**src/design/csi_pkg.sv**
```systemverilog
// Constants for the clock status, interrupt and clock select block
package csi_pkg;

   // --------------------------------------------------------------
   // Register indices and byte addresses
   // --------------------------------------------------------------
   localparam logic [7:0] IDX_FLAGS   = 8'h07;
   localparam logic [7:0] IDX_ENABLE  = 8'h08;
   localparam logic [7:0] IDX_CLKSEL  = 8'h09;
   localparam logic [7:0] IDX_PROTECT = 8'h0a;
   localparam logic [7:0] IDX_WDCTL   = 8'h0b;
   localparam logic [7:0] IDX_MODE    = 8'h0c;
   localparam int         ADDR_LSB    = 2;
   localparam int         IDX_W       = 8;

   // --------------------------------------------------------------
   // Flag and enable register fields
   // --------------------------------------------------------------
   localparam int BIT_TICK_FLAG  = 7;
   localparam int BIT_PLL_FLAG   = 4;
   localparam int BIT_PLL_LOCK   = 3;
   localparam int BIT_XTAL_FLAG  = 1;
   localparam int BIT_XTAL_QUAL  = 0;
   localparam logic [7:0] FLAG_MASK   = 8'h92;
   localparam logic [7:0] ENABLE_MASK = 8'h92;

   // --------------------------------------------------------------
   // Clock select register fields
   // --------------------------------------------------------------
   localparam int BIT_SYS_FROM_SYNTH = 7;
   localparam int BIT_KEEP_XTAL_STOP = 6;
   localparam int BIT_WD_STOP_CLK_DIS = 5;
   localparam int BIT_WD_CLK_SEL_1   = 4;
   localparam int BIT_TICK_LIGHT_STOP = 3;
   localparam int BIT_WD_LIGHT_STOP  = 2;
   localparam int BIT_TICK_CLK_SRC   = 1;
   localparam int BIT_WD_CLK_SEL_0   = 0;

   // --------------------------------------------------------------
   // Reset values
   // --------------------------------------------------------------
   localparam logic [7:0] RST_FLAGS   = 8'h00;
   localparam logic [7:0] RST_ENABLE  = 8'h00;
   localparam logic [7:0] RST_CLKSEL  = 8'h80;
   localparam logic       RST_PROTECT = 1'b0;
   localparam logic [5:0] RST_DIVISOR = 6'h04;

   // --------------------------------------------------------------
   // Synthesizer divisor while unlocked
   // --------------------------------------------------------------
   localparam logic [5:0] UNLOCKED_DIVISOR = 6'h04;

   // --------------------------------------------------------------
   // Bus encodings
   // --------------------------------------------------------------
   localparam logic [1:0]  HTRANS_NONSEQ = 2'h2;
   localparam logic        HRESP_OKAY    = 1'b0;
   localparam logic [31:0] RDATA_ZERO    = 32'h0000_0000;

endpackage

```
**src/design/csi_clock_status.sv**
```systemverilog
// Clock status flags, interrupt enables and clock select with AHB-Lite access
`timescale 1ns/1ps
module csi_clock_status
   import csi_pkg::*;
(
   input  wire logic        core_clk_i,
   input  wire logic        resetn_i,
   // AHB-Lite slave
   input  wire logic        hsel_i,
   input  wire logic [31:0] haddr_i,
   input  wire logic [1:0]  htrans_i,
   input  wire logic        hwrite_i,
   input  wire logic [2:0]  hsize_i,
   input  wire logic [31:0] hwdata_i,
   input  wire logic        hready_i,
   output logic      [31:0] hrdata_o,
   output logic             hreadyout_o,
   output logic             hresp_o,
   // Analog and mode pins
   input  wire logic        pll_lock_i,
   input  wire logic        xtal_ok_i,
   input  wire logic        special_mode_i,
   // Same-domain events
   input  wire logic        tick_expired_i,
   input  wire logic        full_stop_entry_i,
   input  wire logic [4:0]  synth_post_divider_i,
   // Results
   output logic             irq_o,
   output logic      [7:0]  clock_select_o,
   output logic      [5:0]  synth_divisor_o
);

   // --------------------------------------------------------------
   // Declarations
   // --------------------------------------------------------------
   logic             pll_meta_reg;
   logic             pll_sync_reg;
   logic             xtal_meta_reg;
   logic             xtal_sync_reg;
   logic             mode_meta_reg;
   logic             mode_sync_reg;

   logic             lock_reg;
   logic             qual_reg;
   logic             qual_next;
   logic             lock_change;
   logic             qual_change;

   logic             dphase_reg;
   logic             dwrite_reg;
   logic             dvalid_reg;
   logic [IDX_W-1:0] didx_reg;
   logic [31:0]      hrdata_reg;
   logic             hreadyout_reg;
   logic             hresp_reg;
   logic             wr_en;
   logic [7:0]       wbyte;

   logic [7:0]       flags_reg;
   logic [7:0]       flags_next;
   logic [7:0]       flag_set;
   logic [7:0]       flag_clr;
   logic [7:0]       enable_reg;
   logic             protect_reg;
   logic             wd_written_reg;
   logic             sel0_rearm_reg;
   logic             sel0_rearm_next;
   logic [7:0]       clksel_reg;
   logic [7:0]       clksel_next;
   logic             irq_reg;
   logic [5:0]       divisor_reg;

   // --------------------------------------------------------------
   // Address decode
   // --------------------------------------------------------------
   function automatic logic addr_mapped(input logic [31:0] a);
      logic [IDX_W-1:0] i;
      i = a[ADDR_LSB +: IDX_W];
      addr_mapped = (a[31:ADDR_LSB+IDX_W] == '0) &&
                    (a[ADDR_LSB-1:0] == '0) &&
                    (i >= IDX_FLAGS) && (i <= IDX_MODE);
   endfunction

   function automatic logic hit(input logic [IDX_W-1:0] i,
                                input logic [IDX_W-1:0] want);
      hit = (i == want);
   endfunction

   // --------------------------------------------------------------
   // Pin synchronisers
   // --------------------------------------------------------------
   // Lock pin
   always_ff @(posedge core_clk_i or negedge resetn_i) begin
      if (!resetn_i) begin
         pll_meta_reg <= 1'b0;
         pll_sync_reg <= 1'b0;
      end else begin
         pll_meta_reg <= pll_lock_i;
         pll_sync_reg <= pll_meta_reg;
      end
   end

   // Crystal qualified pin
   always_ff @(posedge core_clk_i or negedge resetn_i) begin
      if (!resetn_i) begin
         xtal_meta_reg <= 1'b0;
         xtal_sync_reg <= 1'b0;
      end else begin
         xtal_meta_reg <= xtal_ok_i;
         xtal_sync_reg <= xtal_meta_reg;
      end
   end

   // Operating mode pin
   always_ff @(posedge core_clk_i or negedge resetn_i) begin
      if (!resetn_i) begin
         mode_meta_reg <= 1'b0;
         mode_sync_reg <= 1'b0;
      end else begin
         mode_meta_reg <= special_mode_i;
         mode_sync_reg <= mode_meta_reg;
      end
   end

   // --------------------------------------------------------------
   // Lock and crystal status
   // --------------------------------------------------------------
   assign qual_next   = xtal_sync_reg & ~full_stop_entry_i;
   assign lock_change = (pll_sync_reg != lock_reg);
   assign qual_change = (qual_next != qual_reg);

   always_ff @(posedge core_clk_i or negedge resetn_i) begin
      if (!resetn_i) begin
         lock_reg <= 1'b0;
      end else begin
         lock_reg <= pll_sync_reg;
      end
   end

   always_ff @(posedge core_clk_i or negedge resetn_i) begin
      if (!resetn_i) begin
         qual_reg <= 1'b0;
      end else begin
         qual_reg <= qual_next;
      end
   end

   // Divisor of the synthesizer output
   always_ff @(posedge core_clk_i or negedge resetn_i) begin
      if (!resetn_i) begin
         divisor_reg <= RST_DIVISOR;
      end else if (lock_reg) begin
         divisor_reg <= {1'b0, synth_post_divider_i} + 6'h01;
      end else begin
         divisor_reg <= UNLOCKED_DIVISOR;
      end
   end

   // --------------------------------------------------------------
   // AHB-Lite slave, one wait state per transfer
   // --------------------------------------------------------------
   always_ff @(posedge core_clk_i or negedge resetn_i) begin
      if (!resetn_i) begin
         dphase_reg    <= 1'b0;
         dwrite_reg    <= 1'b0;
         dvalid_reg    <= 1'b0;
         didx_reg      <= '0;
         hreadyout_reg <= 1'b1;
      end else if (dphase_reg) begin
         dphase_reg    <= 1'b0;
         hreadyout_reg <= 1'b1;
      end else if (hsel_i && hready_i && htrans_i == HTRANS_NONSEQ) begin
         dphase_reg    <= 1'b1;
         dwrite_reg    <= hwrite_i;
         dvalid_reg    <= addr_mapped(haddr_i);
         didx_reg      <= haddr_i[ADDR_LSB +: IDX_W];
         hreadyout_reg <= 1'b0;
      end
   end

   assign wr_en = dphase_reg & dwrite_reg & dvalid_reg;
   assign wbyte = hwdata_i[7:0];

   // Response is always OKAY
   always_ff @(posedge core_clk_i or negedge resetn_i) begin
      if (!resetn_i) begin
         hresp_reg <= HRESP_OKAY;
      end else begin
         hresp_reg <= HRESP_OKAY;
      end
   end

   // Read data captured during the wait state
   always_ff @(posedge core_clk_i or negedge resetn_i) begin
      if (!resetn_i) begin
         hrdata_reg <= RDATA_ZERO;
      end else if (dphase_reg && !dwrite_reg && dvalid_reg) begin
         unique case (didx_reg)
            IDX_FLAGS: begin
               hrdata_reg <= {24'h0, (flags_reg & FLAG_MASK) |
                  (8'(lock_reg) << BIT_PLL_LOCK) |
                  (8'(qual_reg) << BIT_XTAL_QUAL)};
            end
            IDX_ENABLE: begin
               hrdata_reg <= {24'h0, enable_reg};
            end
            IDX_CLKSEL: begin
               hrdata_reg <= {24'h0, clksel_reg};
            end
            IDX_PROTECT: begin
               hrdata_reg <= {31'h0, protect_reg};
            end
            IDX_WDCTL: begin
               hrdata_reg <= {31'h0, wd_written_reg};
            end
            IDX_MODE: begin
               hrdata_reg <= {31'h0, mode_sync_reg};
            end
            default: begin
               hrdata_reg <= RDATA_ZERO;
            end
         endcase
      end else if (dphase_reg) begin
         hrdata_reg <= RDATA_ZERO;
      end
   end

   // --------------------------------------------------------------
   // Interrupt flags
   // --------------------------------------------------------------
   always_comb begin
      flag_set = 8'h00;
      flag_set[BIT_TICK_FLAG] = tick_expired_i;
      flag_set[BIT_PLL_FLAG]  = lock_change;
      flag_set[BIT_XTAL_FLAG] = qual_change;
      flag_clr = (wr_en && hit(didx_reg, IDX_FLAGS)) ?
                 wbyte : 8'h00;
      flags_next = (flag_set | (flags_reg & ~flag_clr)) &
                   FLAG_MASK;
   end

   always_ff @(posedge core_clk_i or negedge resetn_i) begin
      if (!resetn_i) begin
         flags_reg <= RST_FLAGS;
      end else begin
         flags_reg <= flags_next;
      end
   end

   // Enable register
   always_ff @(posedge core_clk_i or negedge resetn_i) begin
      if (!resetn_i) begin
         enable_reg <= RST_ENABLE;
      end else if (wr_en && hit(didx_reg, IDX_ENABLE)) begin
         enable_reg <= wbyte & ENABLE_MASK;
      end
   end

   // Level request while any enabled flag is set
   always_ff @(posedge core_clk_i or negedge resetn_i) begin
      if (!resetn_i) begin
         irq_reg <= 1'b0;
      end else begin
         irq_reg <= |(flags_next & enable_reg);
      end
   end

   // --------------------------------------------------------------
   // Protection and watchdog control write tracking
   // --------------------------------------------------------------
   always_ff @(posedge core_clk_i or negedge resetn_i) begin
      if (!resetn_i) begin
         protect_reg <= RST_PROTECT;
      end else if (wr_en && hit(didx_reg, IDX_PROTECT)) begin
         protect_reg <= wbyte[0];
      end
   end

   always_ff @(posedge core_clk_i or negedge resetn_i) begin
      if (!resetn_i) begin
         wd_written_reg <= 1'b0;
      end else if (wr_en && hit(didx_reg, IDX_WDCTL)) begin
         wd_written_reg <= 1'b1;
      end
   end

   // --------------------------------------------------------------
   // Clock select register
   // --------------------------------------------------------------
   always_comb begin
      clksel_next     = clksel_reg;
      sel0_rearm_next = sel0_rearm_reg;
      if (wr_en && hit(didx_reg, IDX_CLKSEL) && !protect_reg) begin
         if (mode_sync_reg) begin
            clksel_next = wbyte;
         end else begin
            clksel_next[BIT_SYS_FROM_SYNTH]  = wbyte[BIT_SYS_FROM_SYNTH];
            clksel_next[BIT_KEEP_XTAL_STOP]  = wbyte[BIT_KEEP_XTAL_STOP];
            clksel_next[BIT_TICK_LIGHT_STOP] = wbyte[BIT_TICK_LIGHT_STOP];
            clksel_next[BIT_WD_LIGHT_STOP]   = wbyte[BIT_WD_LIGHT_STOP];
            clksel_next[BIT_TICK_CLK_SRC]    = wbyte[BIT_TICK_CLK_SRC];
            if (!wd_written_reg) begin
               clksel_next[BIT_WD_STOP_CLK_DIS] =
                  wbyte[BIT_WD_STOP_CLK_DIS];
               clksel_next[BIT_WD_CLK_SEL_1] =
                  wbyte[BIT_WD_CLK_SEL_1];
               clksel_next[BIT_WD_CLK_SEL_0] =
                  wbyte[BIT_WD_CLK_SEL_0];
            end else if (sel0_rearm_reg && wbyte[BIT_WD_CLK_SEL_0]) begin
               clksel_next[BIT_WD_CLK_SEL_0] = 1'b1;
               sel0_rearm_next = 1'b0;
            end
         end
         if (!wbyte[BIT_SYS_FROM_SYNTH] && !qual_reg) begin
            clksel_next[BIT_SYS_FROM_SYNTH] = 1'b1;
         end
      end
      // Loss of qualification, select 1 left alone
      if (!qual_next) begin
         clksel_next[BIT_SYS_FROM_SYNTH] = 1'b1;
         if (clksel_reg[BIT_WD_CLK_SEL_0]) begin
            sel0_rearm_next = 1'b1;
         end
         clksel_next[BIT_WD_CLK_SEL_0] = 1'b0;
      end
   end

   always_ff @(posedge core_clk_i or negedge resetn_i) begin
      if (!resetn_i) begin
         clksel_reg <= RST_CLKSEL;
      end else begin
         clksel_reg <= clksel_next;
      end
   end

   always_ff @(posedge core_clk_i or negedge resetn_i) begin
      if (!resetn_i) begin
         sel0_rearm_reg <= 1'b0;
      end else begin
         sel0_rearm_reg <= sel0_rearm_next;
      end
   end

   // --------------------------------------------------------------
   // Outputs
   // --------------------------------------------------------------
   assign hrdata_o        = hrdata_reg;
   assign hreadyout_o     = hreadyout_reg;
   assign hresp_o         = hresp_reg;
   assign irq_o           = irq_reg;
   assign clock_select_o  = clksel_reg;
   assign synth_divisor_o = divisor_reg;

endmodule

```
**config.mk**
```make
export PLATFORM = sky130hd
export DESIGN_NAME = csi_clock_status
export DESIGN_NICKNAME = d
export VERILOG_FILES = /design/src/design/csi_pkg.sv /design/src/design/csi_clock_status.sv
export SDC_FILE = /design/constraint.sdc
export NUM_CORES = 1
export LEC_CHECK = 0
export BUFFER_PORTS_ARGS = -buffer_cell sky130_fd_sc_hd__buf_2
export CAP_MARGIN = 20
export CORE_MARGIN = 1.5
export CORE_UTILIZATION = 40
export DETAILED_ROUTE_END_ITERATION = 12
export GPL_ROUTABILITY_DRIVEN = 1
export PLACE_DENSITY = 0.83
export SYNTH_ARGS = -nofsm -noshare
export SYNTH_HDL_FRONTEND = slang
export SYNTH_SLANG_ARGS = --single-unit
```
**constraint.sdc**
```tcl
create_clock -name core_clk_i -period 1.8 [get_ports core_clk_i]
set_input_delay 0.18 -clock core_clk_i [delete_from_list [all_inputs] [get_ports core_clk_i]]
set_output_delay 0.18 -clock core_clk_i [all_outputs]
set_load 0.05 [all_outputs]
```
==> results by group <==
Logic synthesis
  – Dominant synthesized flop cell: dfrtp_1
  – Top cell type's share of synthesized area: 0.503
  – Ranking of synthesized cells by area: dfrtp_1, mux2_2, buf_4, dfstp_2, o2bb2ai_1
  – Number of flops mapped to enable cells by yosys: 0
  – Netlist area before placement: 2440 µm²
  – Number of warnings issued by yosys: 0
  – Synth cell count leaders: dfrtp_1, buf_4, mux2_2
  – Post-synth cell types: 47
  – Async set-or-reset flop fraction in the synthesized netlist: 1.00
  – Synthesized netlist cell count: 198
  – Flip-flop and latch count after synthesis: 52
  – Most area-hungry cell type in the Yosys netlist: dfrtp_1
  – Top-count cell post-synth: dfrtp_1
  – Mean post-synth cell area: 12.3 µm²
  – Sequential fraction of the synthesis area: 0.535

Placed design
  – HPWL after detailed placement: 3970 µm
  – Placed Instance Area: 2900 µm²
  – Instance count after placement with tap cells included: 356
  – Final Wtd Congestion: 0.820
  – Count of buffers from port buffering: 80

Clock network
  – Cell chosen for the clock root: clkbuf_8
  – Count of H-tree levels built during CTS: 2
  – Clock-pin slew on the worst setup and hold paths: 90 ps
  – Buffers from clock root to sink, at most: 2
  – Later-pin clock latency in the skew report: 300 ps
  – Clock sinks: 52
  – Number of clock buffers inserted by TritonCTS: 5
  – TritonCTS clock tree: built

Critical path
  – CP Launch Type: flop
  – Critical path buffer and inverter count: 0
  – Kind of cell adding the most delay to the critical path: simple AND/OR/NAND/NOR gates
  – Critical Path RT: 2000 ps
  – Arrival @ worst endpoint: 2050 ps
  – Path type of the worst setup path: reg2reg
  – Crit-path cells: or4_4 > nor4b_4 > nand2_2 > mux2_4
  – Element type at the critical path end: flop
  – Internal reg-to-reg setup slack: -50 ps
  – Slowest cell delay on critical path: 580 ps
  – Critical-path top delay cell: or4_4
  – CP Max Fanout: 3

Timing
  – Share of the clock period used by the worst path: 1.03
  – Post-Route Hold Slack: 57.6 ps
  – Transition at the pin with the smallest max-transition slack: 554 ps
  – Final TNS setup: -148 ps
  – Tightest slew margin relative to the limit: 0.631
  – Count of final max-slew check failures: 0
  – Setup repair after global routing missed its margin: yes
  – Final hold viol count: 0
  – Fmax: 0.540 GHz
  – Clock period minus final worst setup slack: 1850 ps
  – Skew final: 7.15 ps
  – Final setup violation count: 3
  – Final setup slack of the worst path: -51.2 ps

GRT
  – GR Util All Layers: 0.165
  – Pin count of the biggest net entering global routing: 31
  – Number of global-route vias before repair: 1,759
  – Overflow after GRT: 0
  – Global-route wire length before repair: 8160 µm
  – Antenna violations before repair: 0

Power and ir drop
  – Sw frac: 0.294
  – Share of power burned in combinational logic: 0.206
  – Maximum vdd ir drop: 340 µV
  – Share of power burned in registers: 0.499
  – Share of power burned in the clock network: 0.295
  – Power per cell area: 843 nW/µm²
  – Switching power: 772 µW
  – Leakage power: 0.00152 µW
  – Cell internal power dissipation: 1860 µW

Finish
  – Number of fillers in the final layout: 520
  – Footprint of the multi-input gates: 1050 µm²
  – Total inserted antenna cells: 0
  – Share of cells above drive strength 1: 0.459
  – Final Instance Area: 3120 µm²
  – Final non-filler cell total: 371
  – Area delta synth->final: 27.9%
  – Number of nets at the end of the flow: 380
  – Area occupied by registers: 1310 µm²

Die
  – Height of the chip: 81.1 µm
  – Die Footprint: 6570 µm²
  – Chip Width: 81.1 µm
  – Row count: 28
  – Initial standard-cell utilization of the core: 0.412
  – Number of top-level design ports: 133
  – Core Area: 5920 µm²

Detailed routing
  – DRC Markers: 0
  – Post-detailed-route via-to-cell ratio: 5.02
  – Number of vias in the routed layout: 1,862
  – Number of nets with antenna violations after routing: 0
  – Per-cell routed wire length: 14.4 µm
  – Length of the first detailed-routing pass in iterations: 4
  – Total routed wirelength: 5340 µm
  – Violation count after the first detailed-route iteration: 81

Job
  – Number of maximum-capacitance constraint violations: 0

Outcome
  – Result of the run: finished with violations
  – Violated checks: negative setup slack

Hold path
  – Worst hold path type: in2reg
## area by class of cell
type,instances,share of cell area
flip-flops and latches,52,0.419
multi-input cells,137,0.338
repair buffers,97,0.177
well taps,75,0.0301
clock buffers,6,0.0233
clock inverters,2,0.0112
inverters,2,0.00241
## power groups by stage
stage,clock network (µW),registers [µW],logic (µW)
finish,777,1310,541
global route,842,1320,581
CTS,808,1310,525
detailed placement,0,1330,502
global placement,0,1330,490
floorplan,0,1380,324
## metal layers
| metal | global-route usage | share of wire | vias to the layer above |
|---|---|---|---|
| li1 | - | - | 872 |
| met3 | 0.0382 | 0.059 | 10 |
| met1 | 0.192 | 0.41 | 896 |
| met2 | 0.289 | 0.51 | 84 |
| met4 | 0.0672 | 0.020 | 0 |
| met5 | 0 | 0 | - |
## layout by cell type, fill, tap and decap left out, drive strengths merged, types with 5 or more instances in the layout
cell type and instances:
and3 5, buf 93, clkbuf 6, conb 25, dfrtp 49, mux2 20, nand2 6, nor2 6
nor2b 5, nor4 9, o2bb2ai 7
## worst paths after layout
check | start | end | depth (start not counted)
min in group asynchronous | resetn_i | synth_divisor_o[5] | 2
hold reg to reg | xtal_meta_reg | xtal_sync_reg | 0
hold / removal | synth_post_divider_i[0] | synth_divisor_o[0] | 2
setup reg to reg | didx_reg[6] | enable_reg[1] | 4
max in group asynchronous | resetn_i | clock_select_o[7] | 3
setup / recovery | didx_reg[6] | enable_reg[1] | 4
## kinds of logic (layout without fill, tap and decap cells)
logic type	count (synthesis)	after routing	synth area share
AO/OA/AOI/OAI	28	28	0.0944
XOR/XNOR	5	5	0.0180
adder cells (fa/ha/maj)	1	1	0.00513
buffers and inverters	33	107	0.0913
flip-flops	52	52	0.535
multiplexers	21	21	0.101
other	1	25	0.00154
AND/OR/NAND/NOR	57	57	0.153
## per-stage QoR
step	util	power, µW	setup WS (ps)
final	0.527	2630	-51.2
after floorplan	-	1700	23.3
after CTS	0.520	2640	-24.7
after global placement	0.489	1820	9.04
after global routing	0.527	2750	-141
after detailed placement	0.489	1840	-22.6
## timing repair
item,4_1_cts,5_1_grt
pin swaps,1,9
cloned,0,0
endpoints found under the setup margin,11,10
hold buffers,4,0
buffers inserted,3,1
resized for setup,2,7
endpoints found under the hold margin,23,0
Note: power is estimated with default switching activity, not from simulation.
